`src/aux_flag_regs.svh`:
```
// Purpose: register offsets, character codes and field constants of the flag write command block
// Assumes: included by its bare name from every design file that needs it
// Notes: definitions only
`ifndef AUX_FLAG_REGS_SVH
`define AUX_FLAG_REGS_SVH

// ****************************************
// apb register offsets (byte addresses)
// ****************************************
`define REG_RXDATA 12'h000
`define REG_TXDATA 12'h004
`define REG_STATUS 12'h008
`define REG_FLAGS 12'h00c
`define STAT_TX_VALID 0
`define STAT_BUSY 1
`define RD_ZERO 32'h0000_0000

// ****************************************
// ascii codes of the frame
// ****************************************
`define CH_HASH 8'h23
`define CH_GT 8'h3e
`define CH_QM 8'h3f
`define CH_CR 8'h0d
`define CH_CODE0 8'h56
`define CH_CODE1_LC 8'h64
`define CH_CODE1_UC 8'h44
`define CH_ADDR_HI 8'h30
`define CH_ADDR_LO 8'h31

// ****************************************
// field lengths and selector layout
// ****************************************
`define CNT_ZERO 3'h0
`define CNT_STEP 3'h1
`define ADDR_LAST 3'h1
`define CODE_LAST 3'h1
`define SEL_LAST 3'h3
`define VAL_LAST 3'h7
`define SEL_ALL 16'h0000
`define SEL_ONE_LEAD 4'h1
`define SEL_MID_ZERO 8'h00
`define FLAGS_RST 16'h0000
`define VAL_RST 32'h0000_0000
`define REPLY_LAST 2'h3
`define REPLY_CNT_ZERO 3'h0
`define REPLY_CNT_FULL 3'h4
`define REPLY_CNT_STEP 3'h1
`define BYTE_ZERO 8'h00

`endif

```
`src/aux_flag_pkg.sv`:
```
// Purpose: shared types of the flag write command block
// Assumes: nothing beyond the language
// Notes: constants live in aux_flag_regs.svh
package aux_flag_pkg;
	// one ascii character
	typedef logic [7:0] char_t;
	// parser states
	typedef enum logic [2:0] {
		ST_IDLE,
		ST_ADDR,
		ST_CODE,
		ST_SEL,
		ST_VAL,
		ST_END,
		ST_DROP
	} parse_state_t;
endpackage

```
`src/hex_char_decode.sv`:
```
// Purpose: turns one ascii character into a hex nibble
// Assumes: upper and lower case letters both count as hex
// Notes: purely combinational
`timescale 1ns/1ns
`default_nettype none
module hex_char_decode (
	// character in
	input wire aux_flag_pkg::char_t ch,
	// nibble out
	output logic [3:0] nib,
	output logic ok
);
	import aux_flag_pkg::*;

	// digit, upper letter, lower letter
	always_comb begin
		nib = 4'h0;
		ok = 1'b0;
		if (ch >= 8'h30 && ch <= 8'h39) begin
			nib = ch[3:0];
			ok = 1'b1;
		end else if ((ch >= 8'h41 && ch <= 8'h46) || (ch >= 8'h61 && ch <= 8'h66)) begin
			nib = ch[3:0] + 4'h9;
			ok = 1'b1;
		end
	end
endmodule // hex_char_decode
`default_nettype wire

```
`src/reply_sender.sv`:
```
// Purpose: holds a four character reply and hands it out one character per pop
// Assumes: a new load replaces any reply not yet read
// Notes: the head character comes straight from a flip-flop
`timescale 1ns/1ns
`default_nettype none
`include "aux_flag_regs.svh"
module reply_sender (
	// clock and reset
	input wire logic pclk,
	input wire logic presetn,
	// load side
	input wire logic load,
	input wire aux_flag_pkg::char_t delim,
	// read side
	input wire logic pop,
	output aux_flag_pkg::char_t head,
	output logic valid
);
	import aux_flag_pkg::*;

	logic [31:0] buf_reg;
	logic [2:0] left_reg;

	// reply characters, oldest in the top byte
	always_ff @(posedge pclk or negedge presetn) begin
		if (!presetn) begin
			buf_reg <= `VAL_RST;
		end else if (load) begin
			buf_reg <= {delim, `CH_ADDR_HI, `CH_ADDR_LO, `CH_CR};
		end else if (pop && valid) begin
			buf_reg <= {buf_reg[23:0], `BYTE_ZERO};
		end
	end

	// characters still to be read
	always_ff @(posedge pclk or negedge presetn) begin
		if (!presetn) begin
			left_reg <= `REPLY_CNT_ZERO;
		end else if (load) begin
			left_reg <= `REPLY_CNT_FULL;
		end else if (pop && valid) begin
			left_reg <= left_reg - `REPLY_CNT_STEP;
		end
	end

	assign head = buf_reg[31:24];
	assign valid = (left_reg != `REPLY_CNT_ZERO);
endmodule // reply_sender
`default_nettype wire

```
`src/aux_flag_write_command.sv`:
```
// Purpose: parses the ascii flag write command and updates sixteen auxiliary logic flags
// Assumes: software feeds command characters over apb and reads reply characters back
// Notes: zero wait state apb slave; unmapped addresses answer pslverr
//
// The register offsets and the APB register port were chosen for this implementation.
`timescale 1ns/1ns
`default_nettype none
`include "aux_flag_regs.svh"
module aux_flag_write_command (
	// clock and reset
	input wire logic pclk,
	input wire logic presetn,
	// apb slave
	input wire logic psel,
	input wire logic penable,
	input wire logic pwrite,
	input wire logic [11:0] paddr,
	input wire logic [31:0] pwdata,
	output logic [31:0] prdata,
	output logic pready,
	output logic pslverr,
	// flag outputs
	output logic [15:0] auxiliary_logic_flags
);
	import aux_flag_pkg::*;

	// ****************************************
	// declarations
	// ****************************************
	parse_state_t state_reg;
	parse_state_t state_next;
	logic [2:0] cnt_reg;
	logic [2:0] cnt_next;
	logic [15:0] sel_reg;
	logic [31:0] val_reg;
	logic [15:0] flags_reg;
	char_t rx_char;
	logic rx_stb;
	logic [3:0] hex_nib;
	logic hex_ok;
	logic frame_done;
	logic sel_all;
	logic sel_one;
	logic exec_all;
	logic exec_one;
	logic exec_bad;
	logic reply_load;
	char_t reply_delim;
	char_t tx_char;
	logic tx_valid;
	logic tx_pop;
	logic setup_ph;
	logic access_ph;
	logic addr_hit;
	// reset level of every flag, one bit per flop
	localparam logic [15:0] flags_rst = `FLAGS_RST;

	// ****************************************
	// apb slave
	// ****************************************
	// phases of a transfer
	assign setup_ph = psel && !penable;
	assign access_ph = psel && penable;
	assign pready = 1'b1;

	// decode of the mapped words
	always_comb begin
		case (paddr)
			`REG_RXDATA: addr_hit = 1'b1;
			`REG_TXDATA: addr_hit = 1'b1;
			`REG_STATUS: addr_hit = 1'b1;
			`REG_FLAGS: addr_hit = 1'b1;
			default: addr_hit = 1'b0;
		endcase
	end

	// read data captured in the setup cycle
	always_ff @(posedge pclk or negedge presetn) begin
		if (!presetn) begin
			prdata <= `RD_ZERO;
		end else if (setup_ph && !pwrite) begin
			case (paddr)
				`REG_TXDATA: prdata <= {24'h00_0000, tx_char};
				`REG_STATUS: prdata <= {30'h0000_0000, state_reg != ST_IDLE, tx_valid};
				`REG_FLAGS: prdata <= {16'h0000, flags_reg};
				default: prdata <= `RD_ZERO;
			endcase
		end
	end

	// error answer captured in the setup cycle
	always_ff @(posedge pclk or negedge presetn) begin
		if (!presetn) begin
			pslverr <= 1'b0;
		end else if (setup_ph) begin
			pslverr <= !addr_hit;
		end
	end

	// character strobes
	assign rx_stb = access_ph && pwrite && (paddr == `REG_RXDATA);
	assign rx_char = pwdata[7:0];
	assign tx_pop = access_ph && !pwrite && (paddr == `REG_TXDATA);

	// ****************************************
	// character decode
	// ****************************************
	hex_char_decode u_hex (
		.ch(rx_char),
		.nib(hex_nib),
		.ok(hex_ok)
	);

	// ****************************************
	// parser
	// ****************************************
	// next state of the frame parser
	always_comb begin
		state_next = state_reg;
		cnt_next = cnt_reg;
		if (rx_stb) begin
			cnt_next = cnt_reg + `CNT_STEP;
			// a hash always opens a new frame
			if (rx_char == `CH_HASH) begin
				state_next = ST_ADDR;
				cnt_next = `CNT_ZERO;
			end else begin
				case (state_reg)
					ST_IDLE: begin
						state_next = ST_IDLE;
					end
					ST_ADDR: begin
						if (cnt_reg == `CNT_ZERO && rx_char != `CH_ADDR_HI) begin
							state_next = ST_DROP;
						end else if (cnt_reg == `ADDR_LAST && rx_char != `CH_ADDR_LO) begin
							state_next = ST_DROP;
						end else if (cnt_reg == `ADDR_LAST) begin
							state_next = ST_CODE;
							cnt_next = `CNT_ZERO;
						end
					end
					ST_CODE: begin
						if (cnt_reg == `CNT_ZERO && rx_char != `CH_CODE0) begin
							state_next = ST_DROP;
						end else if (cnt_reg == `CODE_LAST && rx_char != `CH_CODE1_LC
								&& rx_char != `CH_CODE1_UC) begin
							state_next = ST_DROP;
						end else if (cnt_reg == `CODE_LAST) begin
							state_next = ST_SEL;
							cnt_next = `CNT_ZERO;
						end
					end
					ST_SEL: begin
						// non hex selector is a syntax error
						if (!hex_ok) begin
							state_next = ST_DROP;
						end else if (cnt_reg == `SEL_LAST) begin
							state_next = ST_VAL;
							cnt_next = `CNT_ZERO;
						end
					end
					ST_VAL: begin
						if (!hex_ok) begin
							state_next = ST_DROP;
						end else if (cnt_reg == `VAL_LAST) begin
							state_next = ST_END;
							cnt_next = `CNT_ZERO;
						end
					end
					ST_END: begin
						// frame must close with carriage return
						state_next = (rx_char == `CH_CR) ? ST_IDLE : ST_DROP;
						cnt_next = `CNT_ZERO;
					end
					ST_DROP: begin
						if (rx_char == `CH_CR) begin
							state_next = ST_IDLE;
						end
						cnt_next = `CNT_ZERO;
					end
					default: begin
						state_next = ST_IDLE;
						cnt_next = `CNT_ZERO;
					end
				endcase
			end
		end
	end

	// parser state and field counter
	always_ff @(posedge pclk or negedge presetn) begin
		if (!presetn) begin
			state_reg <= ST_IDLE;
			cnt_reg <= `CNT_ZERO;
		end else begin
			state_reg <= state_next;
			cnt_reg <= cnt_next;
		end
	end

	// selector nibbles, first character on top
	always_ff @(posedge pclk or negedge presetn) begin
		if (!presetn) begin
			sel_reg <= `SEL_ALL;
		end else if (rx_stb && state_reg == ST_SEL && hex_ok) begin
			sel_reg <= {sel_reg[11:0], hex_nib};
		end
	end

	// each value character shifts in four bits; the last four characters fill the flag bits
	always_ff @(posedge pclk or negedge presetn) begin
		if (!presetn) begin
			val_reg <= `VAL_RST;
		end else if (rx_stb && state_reg == ST_VAL && hex_ok) begin
			val_reg <= {val_reg[27:0], hex_nib};
		end
	end

	// ****************************************
	// execution
	// ****************************************
	// a command acts only on its closing carriage return
	assign frame_done = rx_stb && state_reg == ST_END && rx_char == `CH_CR;
	assign sel_all = (sel_reg == `SEL_ALL);
	// single flag mode, number in the last character
	assign sel_one = (sel_reg[15:12] == `SEL_ONE_LEAD) && (sel_reg[11:4] == `SEL_MID_ZERO);
	assign exec_all = frame_done && sel_all;
	assign exec_one = frame_done && sel_one;
	// any other selector is an invalid command
	assign exec_bad = frame_done && !sel_all && !sel_one;

	genvar g;
	generate
		for (g = 0; g < 16; g++) begin : g_flag
			always_ff @(posedge pclk or negedge presetn) begin
				if (!presetn) begin
					flags_reg[g] <= flags_rst[g];
				end else if (exec_all) begin
					// bit i of the value drives flag i
					flags_reg[g] <= val_reg[g];
				end else if (exec_one && sel_reg[3:0] == 4'(g)) begin
					// value lsb drives the named flag
					flags_reg[g] <= val_reg[0];
				end
			end
		end
	endgenerate

	assign auxiliary_logic_flags = flags_reg;

	// ****************************************
	// reply
	// ****************************************
	// greater-than for valid, question mark for invalid
	assign reply_load = exec_all || exec_one || exec_bad;
	assign reply_delim = exec_bad ? `CH_QM : `CH_GT;

	// reply carries our own address and a carriage return
	reply_sender u_reply (
		.pclk(pclk),
		.presetn(presetn),
		.load(reply_load),
		.delim(reply_delim),
		.pop(tx_pop),
		.head(tx_char),
		.valid(tx_valid)
	);

	// ****************************************
	// checks
	// ****************************************
	AST_ADDR_FOREIGN: assert property (@(posedge pclk) disable iff (!presetn)
		rx_stb && state_reg == ST_ADDR && cnt_reg == `CNT_ZERO && rx_char != `CH_ADDR_HI
			&& rx_char != `CH_HASH |=> state_reg == ST_DROP)
		else $error("foreign address not dropped");

	AST_CODE_BAD: assert property (@(posedge pclk) disable iff (!presetn)
		rx_stb && state_reg == ST_CODE && cnt_reg == `CNT_ZERO && rx_char != `CH_CODE0
			&& rx_char != `CH_HASH |=> state_reg == ST_DROP)
		else $error("bad access code not dropped");

	AST_ALL_WRITE: assert property (@(posedge pclk) disable iff (!presetn)
		exec_all |=> flags_reg == $past(val_reg[15:0]))
		else $error("all flags write wrong");

	AST_ONE_WRITE: assert property (@(posedge pclk) disable iff (!presetn)
		exec_one |=> flags_reg[$past(sel_reg[3:0])] == $past(val_reg[0]))
		else $error("single flag write wrong");

	AST_ONE_OTHERS: assert property (@(posedge pclk) disable iff (!presetn)
		exec_one |=> ((flags_reg ^ $past(flags_reg)) & ~(16'h0001 << $past(sel_reg[3:0]))) == 16'h0000)
		else $error("other flags disturbed");

	AST_VAL_SHIFT: assert property (@(posedge pclk) disable iff (!presetn)
		rx_stb && state_reg == ST_VAL && hex_ok && rx_char != `CH_HASH
			|=> val_reg[3:0] == $past(hex_nib) && val_reg[31:4] == $past(val_reg[27:0]))
		else $error("value nibble not stored");

	AST_CR_ONLY: assert property (@(posedge pclk) disable iff (!presetn)
		reply_load |-> rx_stb && rx_char == `CH_CR && state_reg == ST_END)
		else $error("command acted without carriage return");

	AST_GOOD_REPLY: assert property (@(posedge pclk) disable iff (!presetn)
		(exec_all || exec_one) |=> tx_valid && tx_char == `CH_GT)
		else $error("valid reply missing");

	AST_BAD_REPLY: assert property (@(posedge pclk) disable iff (!presetn)
		exec_bad |=> $stable(flags_reg) && tx_valid && tx_char == `CH_QM)
		else $error("invalid reply or flag change wrong");

	AST_DROP_SILENT: assert property (@(posedge pclk) disable iff (!presetn)
		state_reg == ST_DROP && !tx_valid |=> !tx_valid)
		else $error("reply sent on dropped frame");

	AST_REPLY_ADDR: assert property (@(posedge pclk) disable iff (!presetn)
		tx_pop && tx_valid && !reply_load && (tx_char == `CH_GT || tx_char == `CH_QM)
			|=> tx_char == `CH_ADDR_HI)
		else $error("reply address wrong");
endmodule // aux_flag_write_command
`default_nettype wire

```
`config.mk`:
```
export PLATFORM = sky130hd
export DESIGN_NAME = aux_flag_write_command
export DESIGN_NICKNAME = d
export VERILOG_FILES = /design/src/aux_flag_pkg.sv /design/src/hex_char_decode.sv /design/src/reply_sender.sv /design/src/aux_flag_write_command.sv
export VERILOG_INCLUDE_DIRS = /design/src
export SDC_FILE = /design/constraint.sdc
export NUM_CORES = 1
export LEC_CHECK = 0
export CORE_ASPECT_RATIO = 0.7
export CORE_UTILIZATION = 24
export DETAILED_ROUTE_END_ITERATION = 10
export DONT_BUFFER_PORTS = 1
export HOLD_SLACK_MARGIN = 0.05
export SYNTH_ARGS = -nofsm -noshare
export SYNTH_HDL_FRONTEND = slang
export SYNTH_SLANG_ARGS = --single-unit
```
`constraint.sdc`:
```
create_clock -name pclk -period 4.24 [get_ports pclk]
set_input_delay 0.212 -clock pclk [delete_from_list [all_inputs] [get_ports pclk]]
set_output_delay 0.212 -clock pclk [all_outputs]
set_load 0.005 [all_outputs]
```
Yosys cells after proc, flatten, opt, wreduce, memory -nomap -nowiden
Cells that the tools add are included.
{"block": "word_totals", "reg_bits": 122, "in_bits": 49, "elab_cells": 219, "output_inout_bits": 50}
{"block": "op_classes", "reduce_logical": 78, "magnitude_cmp": 6, "muxes": 68, "add_sub_neg": 3, "eq_ne": 40}
{"operator": "$mux W3", "n": 25}
{"operator": "$mux W32", "n": 2}
{"operator": "$pmux W16 S3", "n": 1}
{"operator": "$logic_and A1 B1 Y1", "n": 43}
{"operator": "$mux W1", "n": 36}
{"operator": "$reduce_bool A2 Y1", "n": 17}
{"operator": "$eq A4 B4 Y1 const B", "n": 8}
{"operator": "$eq A12 B4 Y1 const B", "n": 2}
{"operator": "$ne A8 B7 Y1 const B", "n": 3}
{"operator": "$pmux W3 S6", "n": 1}
{"operator": "$eq A4 B3 Y1 const B", "n": 4}
{"operator": "$ge A8 B7 Y1 const B", "n": 2}
{"operator": "$le A8 B7 Y1 const B", "n": 2}
{"operator": "$logic_not A16 Y1", "n": 1}
{"operator": "$ne A8 B6 Y1 const B", "n": 2}
{"operator": "$pmux W3 S5", "n": 1}
{"operator": "$eq A12 B3 Y1 const B", "n": 1}
{"operator": "$eq A3 B3 Y1 const B", "n": 4}
{"operator": "$logic_not A12 Y1", "n": 1}
{"operator": "$ne A5 B5 Y1 const B", "n": 2}
{"operator": "$eq A3 B2 Y1 const B", "n": 3}
{"operator": "$eq A4 B1 Y1 const B", "n": 2}
{"operator": "$eq A4 B2 Y1 const B", "n": 2}
{"operator": "$eq A8 B4 Y1 const B", "n": 1}
{"operator": "other kinds (18)", "n": 29}

Longest topological paths before layout
{"block": "depth", "depth_word": 9, "ltp_mapped": 9, "mapped_depth_nobuf": 8}

Modules after synthesis
Synthesis repeated with hierarchy kept, for this count alone.
{"block": "hier_totals", "hier_cells": 479, "hier_area_um2": 4999.8}
{"module": "aux_flag_write_command", "seq_area_each_um2": 1776.7, "cells_per_inst": 374, "n_inst": 1, "area_each_um2": 3901.2}
{"module": "reply_sender", "seq_area_each_um2": 400.4, "cells_per_inst": 80, "n_inst": 1, "area_each_um2": 894.6}
{"module": "hex_char_decode", "seq_area_each_um2": 0.0, "cells_per_inst": 25, "n_inst": 1, "area_each_um2": 203.9}

Worst setup path after synthesis
Ideal clock, no wire load.
{"block": "synth_timing", "path_type": "input to register", "from": "in paddr[9]", "to": "reg u_reply.buf_reg[21]", "path_slack_ps": 1899, "setup_ps": 124, "t_arrival_ps": 2216, "t_required_ps": 4116, "cell_stages": 6, "n_path_buf": 1, "cell_sequence": "or4_4 or4_4 or4_4 buf_6 mux2i_1 nand2_1"}
{"block": "synth_between", "elab_chain_cells": 8, "word_cells_on_any_way": 15, "classes_between": "eq/ne: 1; mux: 1; reduce/logical: 13"}
{"item": "start, declared", "line": "aux_flag_write_command.sv:17", "rtl": "input wire logic [11:0] paddr,"}
{"item": "$logic_not A12 Y1 (no source line)"}
{"item": "$logic_and A1 B1 Y1", "line": "aux_flag_write_command.sv:101", "rtl": "assign rx_stb = access_ph && pwrite && (paddr == `REG_RXDATA);"}
{"item": "$logic_and A1 B1 Y1", "line": "aux_flag_write_command.sv:223", "rtl": "assign frame_done = rx_stb && state_reg == ST_END && rx_char == `CH_CR;"}
{"item": "$logic_and A1 B1 Y1 (no source line)"}
{"item": "$logic_and A1 B1 Y1 (on tied branches)", "line": "aux_flag_write_command.sv:227, aux_flag_write_command.sv:228, aux_flag_write_command.sv:230"}
{"item": "$logic_or A1 B1 Y1 / $logic_and A1 B1 Y1 (equally long branches)", "line": "aux_flag_write_command.sv:255, aux_flag_write_command.sv:230"}
{"item": "$logic_or A1 B1 Y1", "line": "aux_flag_write_command.sv:255", "rtl": "assign reply_load = exec_all || exec_one || exec_bad;"}
{"item": "$mux W32 / $reduce_bool A2 Y1 (equally long branches)"}
{"item": "end signal, assigned", "line": "reply_sender.sv:27", "rtl": "buf_reg <= `VAL_RST;"}
{"item": "end signal, assigned", "line": "reply_sender.sv:29", "rtl": "buf_reg <= {delim, `CH_ADDR_HI, `CH_ADDR_LO, `CH_CR};"}
{"item": "end signal, assigned", "line": "reply_sender.sv:31", "rtl": "buf_reg <= {buf_reg[23:0], `BYTE_ZERO};"}
{"item": "end, declared", "line": "reply_sender.sv:21", "rtl": "logic [31:0] buf_reg;"}
Several ways; a longest one is shown, not always the timed one.
A chain may end at the register's enable or synchronous reset.

Worst setup path in the final report
{"block": "layout_timing", "from": "reg state_reg[2]", "to": "reg flags_reg[12] (netlist: auxiliary_logic_flags[12])"}
{"block": "layout_between", "elab_chain_cells": 6, "word_cells_on_any_way": 8, "classes_between": "eq/ne: 1; mux: 1; reduce/logical: 6"}
{"item": "start, declared", "line": "aux_flag_write_command.sv:30", "rtl": "parse_state_t state_reg;"}
{"item": "start signal, assigned", "line": "aux_flag_write_command.sv:196", "rtl": "state_reg <= state_next;"}
{"item": "$eq A3 B3 Y1 (*)", "line": "aux_flag_write_command.sv:223"}
{"item": "$logic_and A1 B1 Y1 (*)", "line": "aux_flag_write_command.sv:223"}
{"item": "$logic_and A1 B1 Y1 (no source line) (*)"}
{"item": "$logic_and A1 B1 Y1", "line": "aux_flag_write_command.sv:228", "rtl": "assign exec_one = frame_done && sel_one;"}
{"item": "$logic_and A1 B1 Y1", "line": "aux_flag_write_command.sv:241", "rtl": "end else if (exec_one && sel_reg[3:0] == 4'(g)) begin"}
{"item": "$reduce_bool A2 Y1 (no source line)"}
{"item": "end signal, assigned by index", "line": "aux_flag_write_command.sv:237", "rtl": "flags_reg[g] <= flags_rst[g];"}
{"item": "end signal, assigned by index", "line": "aux_flag_write_command.sv:240", "rtl": "flags_reg[g] <= val_reg[g];"}
{"item": "end signal, assigned by index", "line": "aux_flag_write_command.sv:243", "rtl": "flags_reg[g] <= val_reg[0];"}
{"item": "end, declared", "line": "aux_flag_write_command.sv:36", "rtl": "logic [15:0] flags_reg;"}
Every way passes the cells marked *; elsewhere a longest branch is shown, timed or not.

==> results.toml <==
[status]
status = "finished, final reports clean"

[final_layout]
final_common_cell = "dfrtp_1"
final-seq-area_mm2 = 0.00205
utilization_pct = 27.3
n_fill_cell = 1887
area_delta_synth_final_pct = 10.8
diodes = 0
drive_gt1_share_pct = 14.1
fin_nets = 495
final_cell_mix = "82 x dfrtp_1, 41 x nand2_1, 32 x o21ai_0"
multi_input_area_mm2 = 0.00220

[worst_setup_path]
cpPeakStageDelay_ps = 650
start_kind = "register"
rrSetupSlack_ps = 1630
endpoint_kind = "register"
reg2reg_to = "auxiliary_logic_flags[12]"
cpMaxStageDelayCell = "dfrtp_1"
crit_start = "state_reg[2]"
r2r-start = "state_reg[2]"
path_class = "reg2reg"
r2r_cells = 7
critPathMaxFanout = 25
worstPathArrival_ps = 2890
path_cells = "and3b_1 > and4_1 > nor3b_4 > nand4_1 > buf_4 > o211ai_1 > o21a_1"
crit_required_ps = 4520

[run]
max_cap_viol_count = 0

[global_route]
grt_max_degree = 83
grt_pass1_wl_um = 17000
first_global_vias = 3288
antenna_found_initial = 0
grt.overflow.total = 0
grt_use_total_pct = 11.5

[placed_design]
io_buffer_count = 0
pre_cts_slack_ps = 1340
place_hpwl_um = 7690
gp_congestion = 0.886

[clocking]
clk_pin_slew_ps = 60
clk_path_buf_depth = 2
postCtsSetupBuffers = 0
cts_tree = "built"
cts_hold_buf = 2
cts_buffers = 9
cts.sinks = 82
h-tree-depth = 3
cts_root_buffer = "clkbuf_16"
clock_latency_ps = 340
ctsResizeCount = 0

[drt]
drt.antenna.violating_nets = 0
routedWlPerCell_um = 15.5
dr.pass1.iters = 5
drc = 0
initialDrtViolationCount = 340
routed_wl_um = 10400
viasPerCell = 5.00
vias = 3375

[sta]
fin_setup_tns_ps = 0
relSlewSlack_pct = 45.8
finalHoldViolCount = 0
min_period_ps = 2610
fin_crit_sh_pct = 61.7
rsz0062_at_grt = "false"
finalSetupViolations = 0
worst_pin_slew_ps = 811
skew_ps = 9.75
worst_slack_ps = 1630
fmax_ghz = 0.382
maxSlewViolCount = 0

[synthesis]
synth_edf_count = 0
ys.flop_type = "dfrtp_1"
synthArstFlopShare_pct = 100
syn-cell-area_mm2 = 0.00447
synth_top_area_share_pct = 45.9
synthCells = 444
avgSynthCellArea_um2 = 10.1
yosys-top-cells-area = "dfrtp_1 46%, mux2_2 7.3%, o21ai_0 3.6%"
yosys.area.top_type = "dfrtp_1"
ys_warn_count = 0
ys_ff_latch = 82
yosysUniqueCellTypes = 60
ys_seq_area_share_pct = 45.9

[floorplan]
start_util_pct = 24.7
die_y_um = 116
ios = 99
rows = 41
coreArea_mm2 = 0.0181
dieArea_mm2 = 0.0192
die_x_um = 165

[power]
p_leak_nw = 2.26
cellPowerDensity_mw_per_mm2 = 331
power_mw = 1.64
irDropWorstVdd_mv = 0.228

[hold_path]
holdPathStages = 2
hold_start = "paddr[3]"
hold_end = "prdata[5]"
hp-class = "in2reg"
-- worst max-delay path by stage --
stage / endpoint / slack, ps / cells after the start
after floorplan: u_reply.buf_reg[21] / 1900 / 6
after global placement: sel_reg[13] / 1360 / 5
after detailed placement: sel_reg[4] / 1340 / 5
after CTS: auxiliary_logic_flags[12] / 1670 / 7
after global routing: auxiliary_logic_flags[12] / 1370 / 7
final: auxiliary_logic_flags[12] / 1630 / 7
-- critical path: cells and delay by family (launching register included) --
family	cells	cell delay (ps)
and+or+nand+nor	4	1310
DFF	1	650
AOI/OAI and AO/OA	2	280
buffers and inverters	1	320
-- through the flow --
stage,cells,area (um2),hold WS (ps)
finish,675,4950,75.3
global route,675,4950,85.9
CTS,675,4950,65.4
detailed placement,657,4610,-82.1
global placement,657,4610,-81.5
floorplan,459,4520,-83.6
-- synth_stat cells, drive strengths merged, types with 2 or more instances --
cell type  number
nor2           29
nor2b          10
and3            5
and2            3
nor3b           4
mux2i           8
nand4           8
ha             12
a22o           11
or4b            3
inv            11
a22oi           2
clkbuf         16
nor3            4
buf            24
a31oi           7
or2             4
o31ai           2
or4             4
nand3b          4
xnor2           4
mux2           30
a21o            2
o211ai         10
nor4            7
nand2          41
o21a            9
dfrtp          82
a21oi          13
nand3           7
a311oi          2
nand4b          2
o21ai          32
a211oi          2
o221ai          2
nor4bb          2
nand2b          8
conb            2
and4            3
-- kinds of logic after synthesis --
kind of cell	after synthesis	synth area share, %
buffers and inverters	51	5.99
other	2	0.168
and+or+nand+nor	151	19.0
xor gates and xnor gates	4	0.784
AOI/OAI and AO/OA	104	15.4
DFF	82	45.9
muxes	38	9.35
adders and majority gates	12	3.36
-- report_power, final --
part	internal (mW)	switching [mW]
combinational	0.0155	0.0351
sequential	0.783	0.000983
clock	0.467	0.337
total	1.27	0.373
-- layer usage --
layer | routed length, um | vias up | global-route usage, % | part of all wire, %
li1 | - | 1562 | - | -
met1 | 5150 | 1667 | 16.9 | 49
met2 | 4170 | 135 | 16.0 | 40
met3 | 1010 | 11 | 3.80 | 9.7
met4 | 95 | 0 | 3.06 | 0.91
met5 | 0 | - | 0 | 0
-- layout make-up --
type	count	share of cell area (%)
Inverter	11	0.834
Multi-Input combinational cell	326	44.5
Clock buffer	9	4.55
Tap cell	236	5.96
Timing Repair Buffer	4	1.06
Clock inverter	7	1.64
Sequential cell	82	41.4
Note: power is estimated with default switching activity, not from simulation.
